### config.mk
export PLATFORM = sky130hd
export DESIGN_NAME = avc_regs
export DESIGN_NICKNAME = d
export VERILOG_FILES = /design/src/avc_pkg.sv /design/src/avc_rst_if.sv /design/src/avc_rst_timer.sv /design/src/avc_regs.sv
export SDC_FILE = /design/constraint.sdc
export NUM_CORES = 1
export LEC_CHECK = 0
export ABC_AREA = 1
export BUFFER_PORTS_ARGS = -buffer_cell sky130_fd_sc_hd__buf_2
export CORE_MARGIN = 8
export CORE_UTILIZATION = 60
export DETAILED_ROUTE_END_ITERATION = 10
export PLACE_DENSITY = 0.84
export SLEW_MARGIN = 30
export SYNTH_ARGS = -nofsm -noshare
export SYNTH_HDL_FRONTEND = slang
export SYNTH_SLANG_ARGS = --single-unit
### constraint.sdc
create_clock -name clk_i -period 3 [get_ports clk_i]
set_input_delay 0.6 -clock clk_i [delete_from_list [all_inputs] [get_ports clk_i]]
set_output_delay 0.6 -clock clk_i [all_outputs]
set_load 0.01 [all_outputs]
### src/avc_pkg.sv
`default_nettype none
// ************
// constants
// ************
package avc_pkg;
    localparam logic [15:0] CTRL_ADDR      = 16'hA038;
    localparam logic [15:0] DAC0_L_ADDR    = 16'hA1A0;
    localparam logic [15:0] DAC0_R_ADDR    = 16'hA1A1;
    localparam logic [15:0] DAC1_L_ADDR    = 16'hA1A2;
    localparam logic [15:0] DAC1_R_ADDR    = 16'hA1A3;
    localparam logic [15:0] MIX_OUT_L_ADDR = 16'hA1A6;
    localparam logic [15:0] MIX_OUT_R_ADDR = 16'hA1A7;
    localparam logic [15:0] MIX_IN_L_ADDR  = 16'hA1A8;
    // control and volume bit positions, level widths
    localparam int RST_BIT    = 0;
    localparam int EN_BIT     = 1;
    localparam int DIG_BIT    = 2;
    localparam int AMP_BIT    = 3;
    localparam int MUTE_BIT   = 7;
    localparam int DAC_LVL_W  = 7;
    localparam int MIX_LVL_W  = 5;
    // reset values
    localparam logic [7:0] CTRL_RST    = 8'h00;
    localparam logic [7:0] DAC_VOL_RST = 8'h80;
    localparam logic [7:0] MIX_OUT_RST = 8'h80;
    localparam logic [7:0] MIX_IN_RST  = 8'h8C;
    // register slots
    localparam int NUM_REGS   = 8;
    localparam logic [2:0] SLOT_CTRL    = 3'h0;
    localparam logic [2:0] SLOT_DAC0_L  = 3'h1;
    localparam logic [2:0] SLOT_MIX_O_L = 3'h5;
    localparam logic [2:0] SLOT_MIX_I_L = 3'h7;
    // timing
    localparam int CLK_PERIOD_PS = 4000;
    localparam int RST_HOLD_NS   = 250;
    localparam int RST_CYC       = (RST_HOLD_NS * 1000 + CLK_PERIOD_PS - 1) / CLK_PERIOD_PS;
    localparam int CNT_W         = 7;
endpackage
`default_nettype wire

### src/avc_rst_if.sv
`default_nettype none
// ************
// self-clearing reset handshake
// ************
interface avc_rst_if;
    logic start;
    logic busy;
    modport ctl (output start, input busy);
    modport tmr (input start, output busy);
endinterface
`default_nettype wire

### src/avc_rst_timer.sv
`default_nettype none
module avc_rst_timer
    import avc_pkg::*;
(
    // clock and reset
    input  wire logic clk_i,
    input  wire logic sys_rst_i,
    // handshake
    avc_rst_if.tmr    rst_if
);
    typedef struct packed {
        logic             busy;
        logic [CNT_W-1:0] cnt;
    } avc_tmr_t;

    avc_tmr_t st;
    avc_tmr_t next_st;

    // ************
    // hold counter
    // ************
    always_comb begin
        next_st = st;
        if (rst_if.start) begin
            // a new request restarts the full hold
            next_st.busy = 1'b1;
            next_st.cnt  = CNT_W'(RST_CYC - 1);
        end else if (st.busy) begin
            if (st.cnt == '0) begin
                next_st.busy = 1'b0;
            end else begin
                next_st.cnt = st.cnt - CNT_W'(1);
            end
        end
    end

    always_ff @(posedge clk_i) begin
        if (sys_rst_i) begin
            st <= '0;
        end else begin
            st <= next_st;
        end
    end

    assign rst_if.busy = st.busy;
endmodule
`default_nettype wire

### src/avc_regs.sv
`default_nettype none
// Notes on behaviour
// - Controls and volumes are 8-bit registers written and read one byte per access.
// - Writing one to control bit 0 resets the audio subsystem and the bit clears 250 ns later.
// - Control bit 1, reset zero, enables audio; zero holds the subsystem in low power.
// - Control bit 2 set turns the digital audio path off; reset value keeps it on.
// - Control bit 3 set turns speaker-amplifier digital processing off; reset keeps it on.
// - DAC0 volume bits 6:0 give 128 attenuation steps of 0.75 dB, resetting to zero.
// - Bit 7 of each volume register mutes its channel and resets to one.
// - DAC1 left and right volume registers match the DAC0 layout and reset values.
// - Mixer output volume bits 4:0 give 32 steps of 1.5 dB attenuation, resetting to zero.
// - DAC0 mixer-input gain bits 4:0 step 1 dB from +12 dB, with 0Ch as 0 dB and reset.
module avc_regs
    import avc_pkg::*;
(
    // clock and reset
    input  wire logic                   clk_i,
    input  wire logic                   sys_rst_i,
    // register port
    input  wire logic [15:0]            addr_i,
    input  wire logic                   wr_en_i,
    input  wire logic                   rd_en_i,
    input  wire logic [7:0]             wdata_i,
    output logic      [7:0]             rdata_o,
    output logic                        rd_valid_o,
    // subsystem control
    output logic                        audio_rst_o,
    output logic                        audio_en_o,
    output logic                        digital_path_off_o,
    output logic                        speaker_amp_digital_off_o,
    // volumes: index 0 dac0 left, 1 dac0 right, 2 dac1 left, 3 dac1 right
    output logic [3:0][DAC_LVL_W-1:0]   dac_level_o,
    output logic [3:0]                  dac_mute_o,
    output logic [1:0][MIX_LVL_W-1:0]   mix_out_level_o,
    output logic [1:0]                  mix_out_mute_o,
    output logic [MIX_LVL_W-1:0]        dac0_mixer_in_gain_left_o,
    output logic                        dac0_mixer_in_mute_left_o
);
    typedef struct packed {
        logic [NUM_REGS-1:0][7:0] regs;
        logic [7:0]               rdata;
        logic                     rd_valid;
    } avc_state_t;

    avc_state_t st;
    avc_state_t next_st;
    avc_rst_if  rst_if ();

    // ************
    // address decode
    // ************
    function automatic logic [3:0] decode(input logic [15:0] a);
        case (a)
            CTRL_ADDR:      decode = 4'h8;
            DAC0_L_ADDR:    decode = 4'h9;
            DAC0_R_ADDR:    decode = 4'hA;
            DAC1_L_ADDR:    decode = 4'hB;
            DAC1_R_ADDR:    decode = 4'hC;
            MIX_OUT_L_ADDR: decode = 4'hD;
            MIX_OUT_R_ADDR: decode = 4'hE;
            MIX_IN_L_ADDR:  decode = 4'hF;
            default:        decode = 4'h0;
        endcase
    endfunction

    logic [3:0] hit;
    assign hit = decode(addr_i);
    // a write of one to the reset bit starts the hold timer
    assign rst_if.start = wr_en_i && hit[3] && hit[2:0] == SLOT_CTRL
                          && wdata_i[RST_BIT];

    avc_rst_timer u_timer (
        .clk_i     (clk_i),
        .sys_rst_i (sys_rst_i),
        .rst_if    (rst_if)
    );

    // ************
    // register file
    // ************
    always_comb begin
        next_st          = st;
        next_st.rd_valid = rd_en_i;
        if (wr_en_i && hit[3]) begin
            // unmapped writes are dropped, so reserved spans stay harmless
            next_st.regs[hit[2:0]] = wdata_i;
            if (hit[2:0] == SLOT_CTRL) begin
                next_st.regs[SLOT_CTRL][RST_BIT] = 1'b0;
            end
        end
        if (rd_en_i) begin
            next_st.rdata = 8'h00;
            if (hit[3]) begin
                next_st.rdata = st.regs[hit[2:0]];
                if (hit[2:0] == SLOT_CTRL) begin
                    next_st.rdata[RST_BIT] = rst_if.busy;
                end
            end
        end
    end

    always_ff @(posedge clk_i) begin
        if (sys_rst_i) begin
            st.regs[0] <= CTRL_RST;
            st.regs[1] <= DAC_VOL_RST;
            st.regs[2] <= DAC_VOL_RST;
            st.regs[3] <= DAC_VOL_RST;
            st.regs[4] <= DAC_VOL_RST;
            st.regs[5] <= MIX_OUT_RST;
            st.regs[6] <= MIX_OUT_RST;
            st.regs[7] <= MIX_IN_RST;
            st.rdata    <= 8'h00;
            st.rd_valid <= 1'b0;
        end else begin
            st <= next_st;
        end
    end

    // ************
    // outputs
    // ************
    assign rdata_o                   = st.rdata;
    assign rd_valid_o                = st.rd_valid;
    assign audio_rst_o               = rst_if.busy;
    assign audio_en_o                = st.regs[SLOT_CTRL][EN_BIT];
    assign digital_path_off_o        = st.regs[SLOT_CTRL][DIG_BIT];
    assign speaker_amp_digital_off_o = st.regs[SLOT_CTRL][AMP_BIT];
    always_comb begin
        for (int i = 0; i < 4; i++) begin
            dac_level_o[i] = st.regs[i + 1][DAC_LVL_W-1:0];
            dac_mute_o[i]  = st.regs[i + 1][MUTE_BIT];
        end
        for (int i = 0; i < 2; i++) begin
            mix_out_level_o[i] = st.regs[i + 5][MIX_LVL_W-1:0];
            mix_out_mute_o[i]  = st.regs[i + 5][MUTE_BIT];
        end
    end
    assign dac0_mixer_in_gain_left_o = st.regs[SLOT_MIX_I_L][MIX_LVL_W-1:0];
    assign dac0_mixer_in_mute_left_o = st.regs[SLOT_MIX_I_L][MUTE_BIT];

    // ************
    // assertions
    // ************
    logic [7:0] since_start;
    always_ff @(posedge clk_i) begin
        if (sys_rst_i) begin
            since_start <= 8'hFF;
        end else if (rst_if.start) begin
            since_start <= 8'h01;
        end else if (since_start != 8'hFF) begin
            since_start <= since_start + 8'h01;
        end
    end
endmodule
`default_nettype wire

==> metrics.yaml <==
status:
  status: "finished clean"
global_routing:
  global_route_wire_length_before_repair_um: 20000
  use_met2_pct: 35.2
  via_count_of_the_first_global_routing_pass: 3996
  antenna_found_initial: 0
  groute.layer.met1.usage_pct: 28.1
  grt_max_degree: 50
  grt-ovfl-total: 0
  globalRouteMet3Util_pct: 5.04
  grt_most_used_layer: "met2"
  grtUsageTotal_pct: 21.9
pwr:
  power_switching_share_pct: 22.9
  power.combinational.fraction_pct: 5.0
  vdd.ir_drop.worst_uv: 298
  p_int_mw: 1.50
  p_leak_nw: 2.38
  clkPwrFrac_pct: 39.6
  totalPowerFinal_mw: 1.94
  p_seq_share_pct: 55.3
  power-per-cell-area_nw_per_um2: 394
  switching_power_mw: 0.444
worst_setup_path:
  worst-endpoint-arrival_ns: 2.55
  crit_top_cell: "sky130_fd_sc_hd__nand2_4"
  sort_of_element_at_the_start_of_the_critical_path: "input pin"
  critical_path.top_delay_family: "simple AND/OR/NAND/NOR gates"
  timing.critical_path.cells: "buf_2, inv_1, nand2_1, nor2_2, nand3_4, inv_4, nand2_4, inv_4, nor2_4, nand2_4, nand2_4, nor3_4, buf_4, o21ai_0, a21oi_1"
  critical_path.n_buffers_inverters: 5
  crit_path_max_fanout: 11
  cpMaxStageDelayCell: "sky130_fd_sc_hd__nor3_4"
  cp.required_ns: 3.28
  worst_setup_path_end_kind: "register"
  cp_slowest_stage_delay_ns: 0.27
  setup.worst_path.class: "input pin to register"
clock_tree:
  cts_buffers: 9
  insertion_delay_ns: 0.35
  clock_sinks: 81
  cts_tree: "built"
  holdBufCountCts: 0
  post-cts-setup-buffers: 0
  clock_tree.htree_level_count: 3
  cts_resized: 0
  cts_root_buffer: "sky130_fd_sc_hd__clkbuf_8"
  bufs_on_longest_clock_path: 2
  clkTransAtPathRegs_ns: 0.07
sta:
  timing.fmax_mhz: 440
  timing.final.ws_setup_ns: 0.728
  rsz_0062_raised_after_global_routing: "no"
  period_share_pct: 75.7
  finalHoldViolCount: 0
  timing.final.setup_violations: 0
  final.setup_skew_ns: 0.00781
  slew_viol_final: 0
  timing.final.crit_period_ns: 2.27
  finalSetupTns_ns: 0
  slew_headroom_pct: 43.7
  tightest_slew_ns: 0.844
place:
  numPlacedInstances: 759
  post-place-ws_ns: 0.415
  dpl.hpwl_um: 9190
  io_buffers: 90
  placed_area_um2: 4740
  gpl.final_weighted_congestion: 0.962
floorplan:
  initial_util_pct: 61.5
  die-height_um: 105
  core-area_um2: 7650
  num_io_pins: 91
  die_w_um: 105
  die_area_um2: 10900
  num_rows: 32
routing:
  drt_wl_total_um: 12100
  drc_errors: 0
  detailedRoute.firstPassIterationCount: 5
  detail-route-antenna-nets: 0
  detail_route.wl_per_cell_um: 15.7
  vias_per_cell: 5.31
  detailedRoute.firstIterationViolations: 359
  dr_total_vias: 4106
finish:
  insertedDiodeCount: 0
  final_cell_count_no_fill: 773
  final_net_count: 697
  layout.cells.most_common_list: "sky130_fd_sc_hd__nand2_1, sky130_fd_sc_hd__buf_2, sky130_fd_sc_hd__inv_1"
  most_common_cell_after_layout_fill_and_taps_aside: "sky130_fd_sc_hd__nand2_1"
  drive_gt1_share_pct: 27.0
  final_area_um2: 4930
  areaGrowthSynthToFinish_pct: 4.73
yosys:
  synth.yosys.seq_area_share_pct: 34.5
  ys.warnings.count: 0
  synthCells: 639
  synthesized_net_count: 668
  syn_avg_cell_area_um2: 7.36
  synth_area_um2: 4710
  netlist-cell-type-count: 36
  synth_seq_cells: 81
flow_run:
  count_of_max_cap_constraint_violations: 0
hold_path:
  min-delay-path-class: "register to register"
## logic make-up (layout without fill, tap and decap cells)
| logic type | Yosys count | after routing | synth area share (%) |
|---|---|---|---|
| xor gates and xnor gates | 3 | 3 | 0.558 |
| buffers and inverters | 168 | 200 | 19.5 |
| AOI/OAI and AO/OA | 145 | 145 | 20.7 |
| adders and majority gates | 1 | 1 | 0.266 |
| DFF | 81 | 81 | 34.5 |
| and+or+nand+nor | 241 | 241 | 24.4 |
## metal layers
layer	routed length [um]	vias to the layer above	part of all wire [%]
met2	5580	156	46
li1	-	2057	-
met4	272	0	2.2
met3	841	25	6.9
met5	0	-	0
met1	5410	1868	45
## power groups by stage
stage / Sequential [mW] / Combinational [mW] / Clock (mW)
2_1_floorplan: 1.10 / 0.0531 / 0
3_3_place_gp: 1.10 / 0.0948 / 0
3_5_place_dp: 1.10 / 0.0967 / 0
4_1_cts: 1.07 / 0.0973 / 0.779
5_1_grt: 1.07 / 0.108 / 0.821
6_report: 1.07 / 0.0981 / 0.770
## sequential cells by signal, summed over array words and instances (netlist names)
| name | flops |
|---|---|
| u_timer.st | 7 |
| dac_level_o | 28 |
| audio_en_o | 1 |
| dac0_mixer_in_gain_left_o | 5 |
| rdata_o | 8 |
| mix_out_mute_o | 2 |
| digital_path_off_o | 1 |
| mix_out_level_o | 10 |
| speaker_amp_digital_off_o | 1 |
| dac0_mixer_in_mute_left_o | 1 |
| dac_mute_o | 4 |
| rd_valid_o | 1 |
| st | 11 |
| u_timer.rst_if.busy | 1 |
## through the flow
| step | util (%) | hold slack [ns] |
|---|---|---|
| global route | 64.4 | 0.492 |
| finish | 64.4 | 0.462 |
| detailed placement | 62.0 | 0.445 |
| floorplan | - | 0.423 |
| CTS | 64.4 | 0.456 |
| global placement | 62.0 | 0.440 |
## synthesized netlist by cell type (all sizes together)
| cell type | count | share of area [%] |
|---|---|---|
| clkinv | 1 | 0.11 |
| o22ai | 8 | 1.1 |
| inv | 92 | 7.5 |
| o21ai | 47 | 5.1 |
| xnor2 | 2 | 0.37 |
| a211oi | 28 | 7.4 |
| xor2 | 1 | 0.19 |
| nor2 | 79 | 8.2 |
| buf | 67 | 11 |
| a21oi | 54 | 5.9 |
| nand3 | 21 | 2.5 |
| clkbuf | 8 | 0.64 |
| o211ai | 6 | 0.96 |
| nand4 | 4 | 0.53 |
| a31oi | 1 | 0.13 |
| ha | 1 | 0.27 |
| dfxtp | 81 | 34 |
| or2 | 7 | 0.93 |
| nor3 | 5 | 0.77 |
| nand2 | 125 | 11 |
| o31ai | 1 | 0.16 |
## worst min-delay path: stages, from the launching register on
cell                      delay (ns)
sky130_fd_sc_hd__dfxtp_1        0.30
sky130_fd_sc_hd__inv_1          0.07
sky130_fd_sc_hd__nor3_1         0.05
## final timing paths
path                 startpoint            end  slack [ns]  cells past startpoint
hold reg to reg           st[9]          st[9]        0.46                      2
setup reg to reg  u_timer.st[0]  u_timer.st[5]        1.19                      9
hold / removal            st[9]          st[9]        0.46                      2
setup / recovery     addr_i[14]     audio_en_o        0.73                     15
## cell type report
type,instances,area (um2)
fill,697,2720
multi-input combinational,390,2160
sequential,81,1620
timing repair buffer,93,473
inverter,93,358
clock buffer,11,141
tap,102,128
clock inverter,3,42.5
No activity file was read; power rests on OpenSTA's default activity.
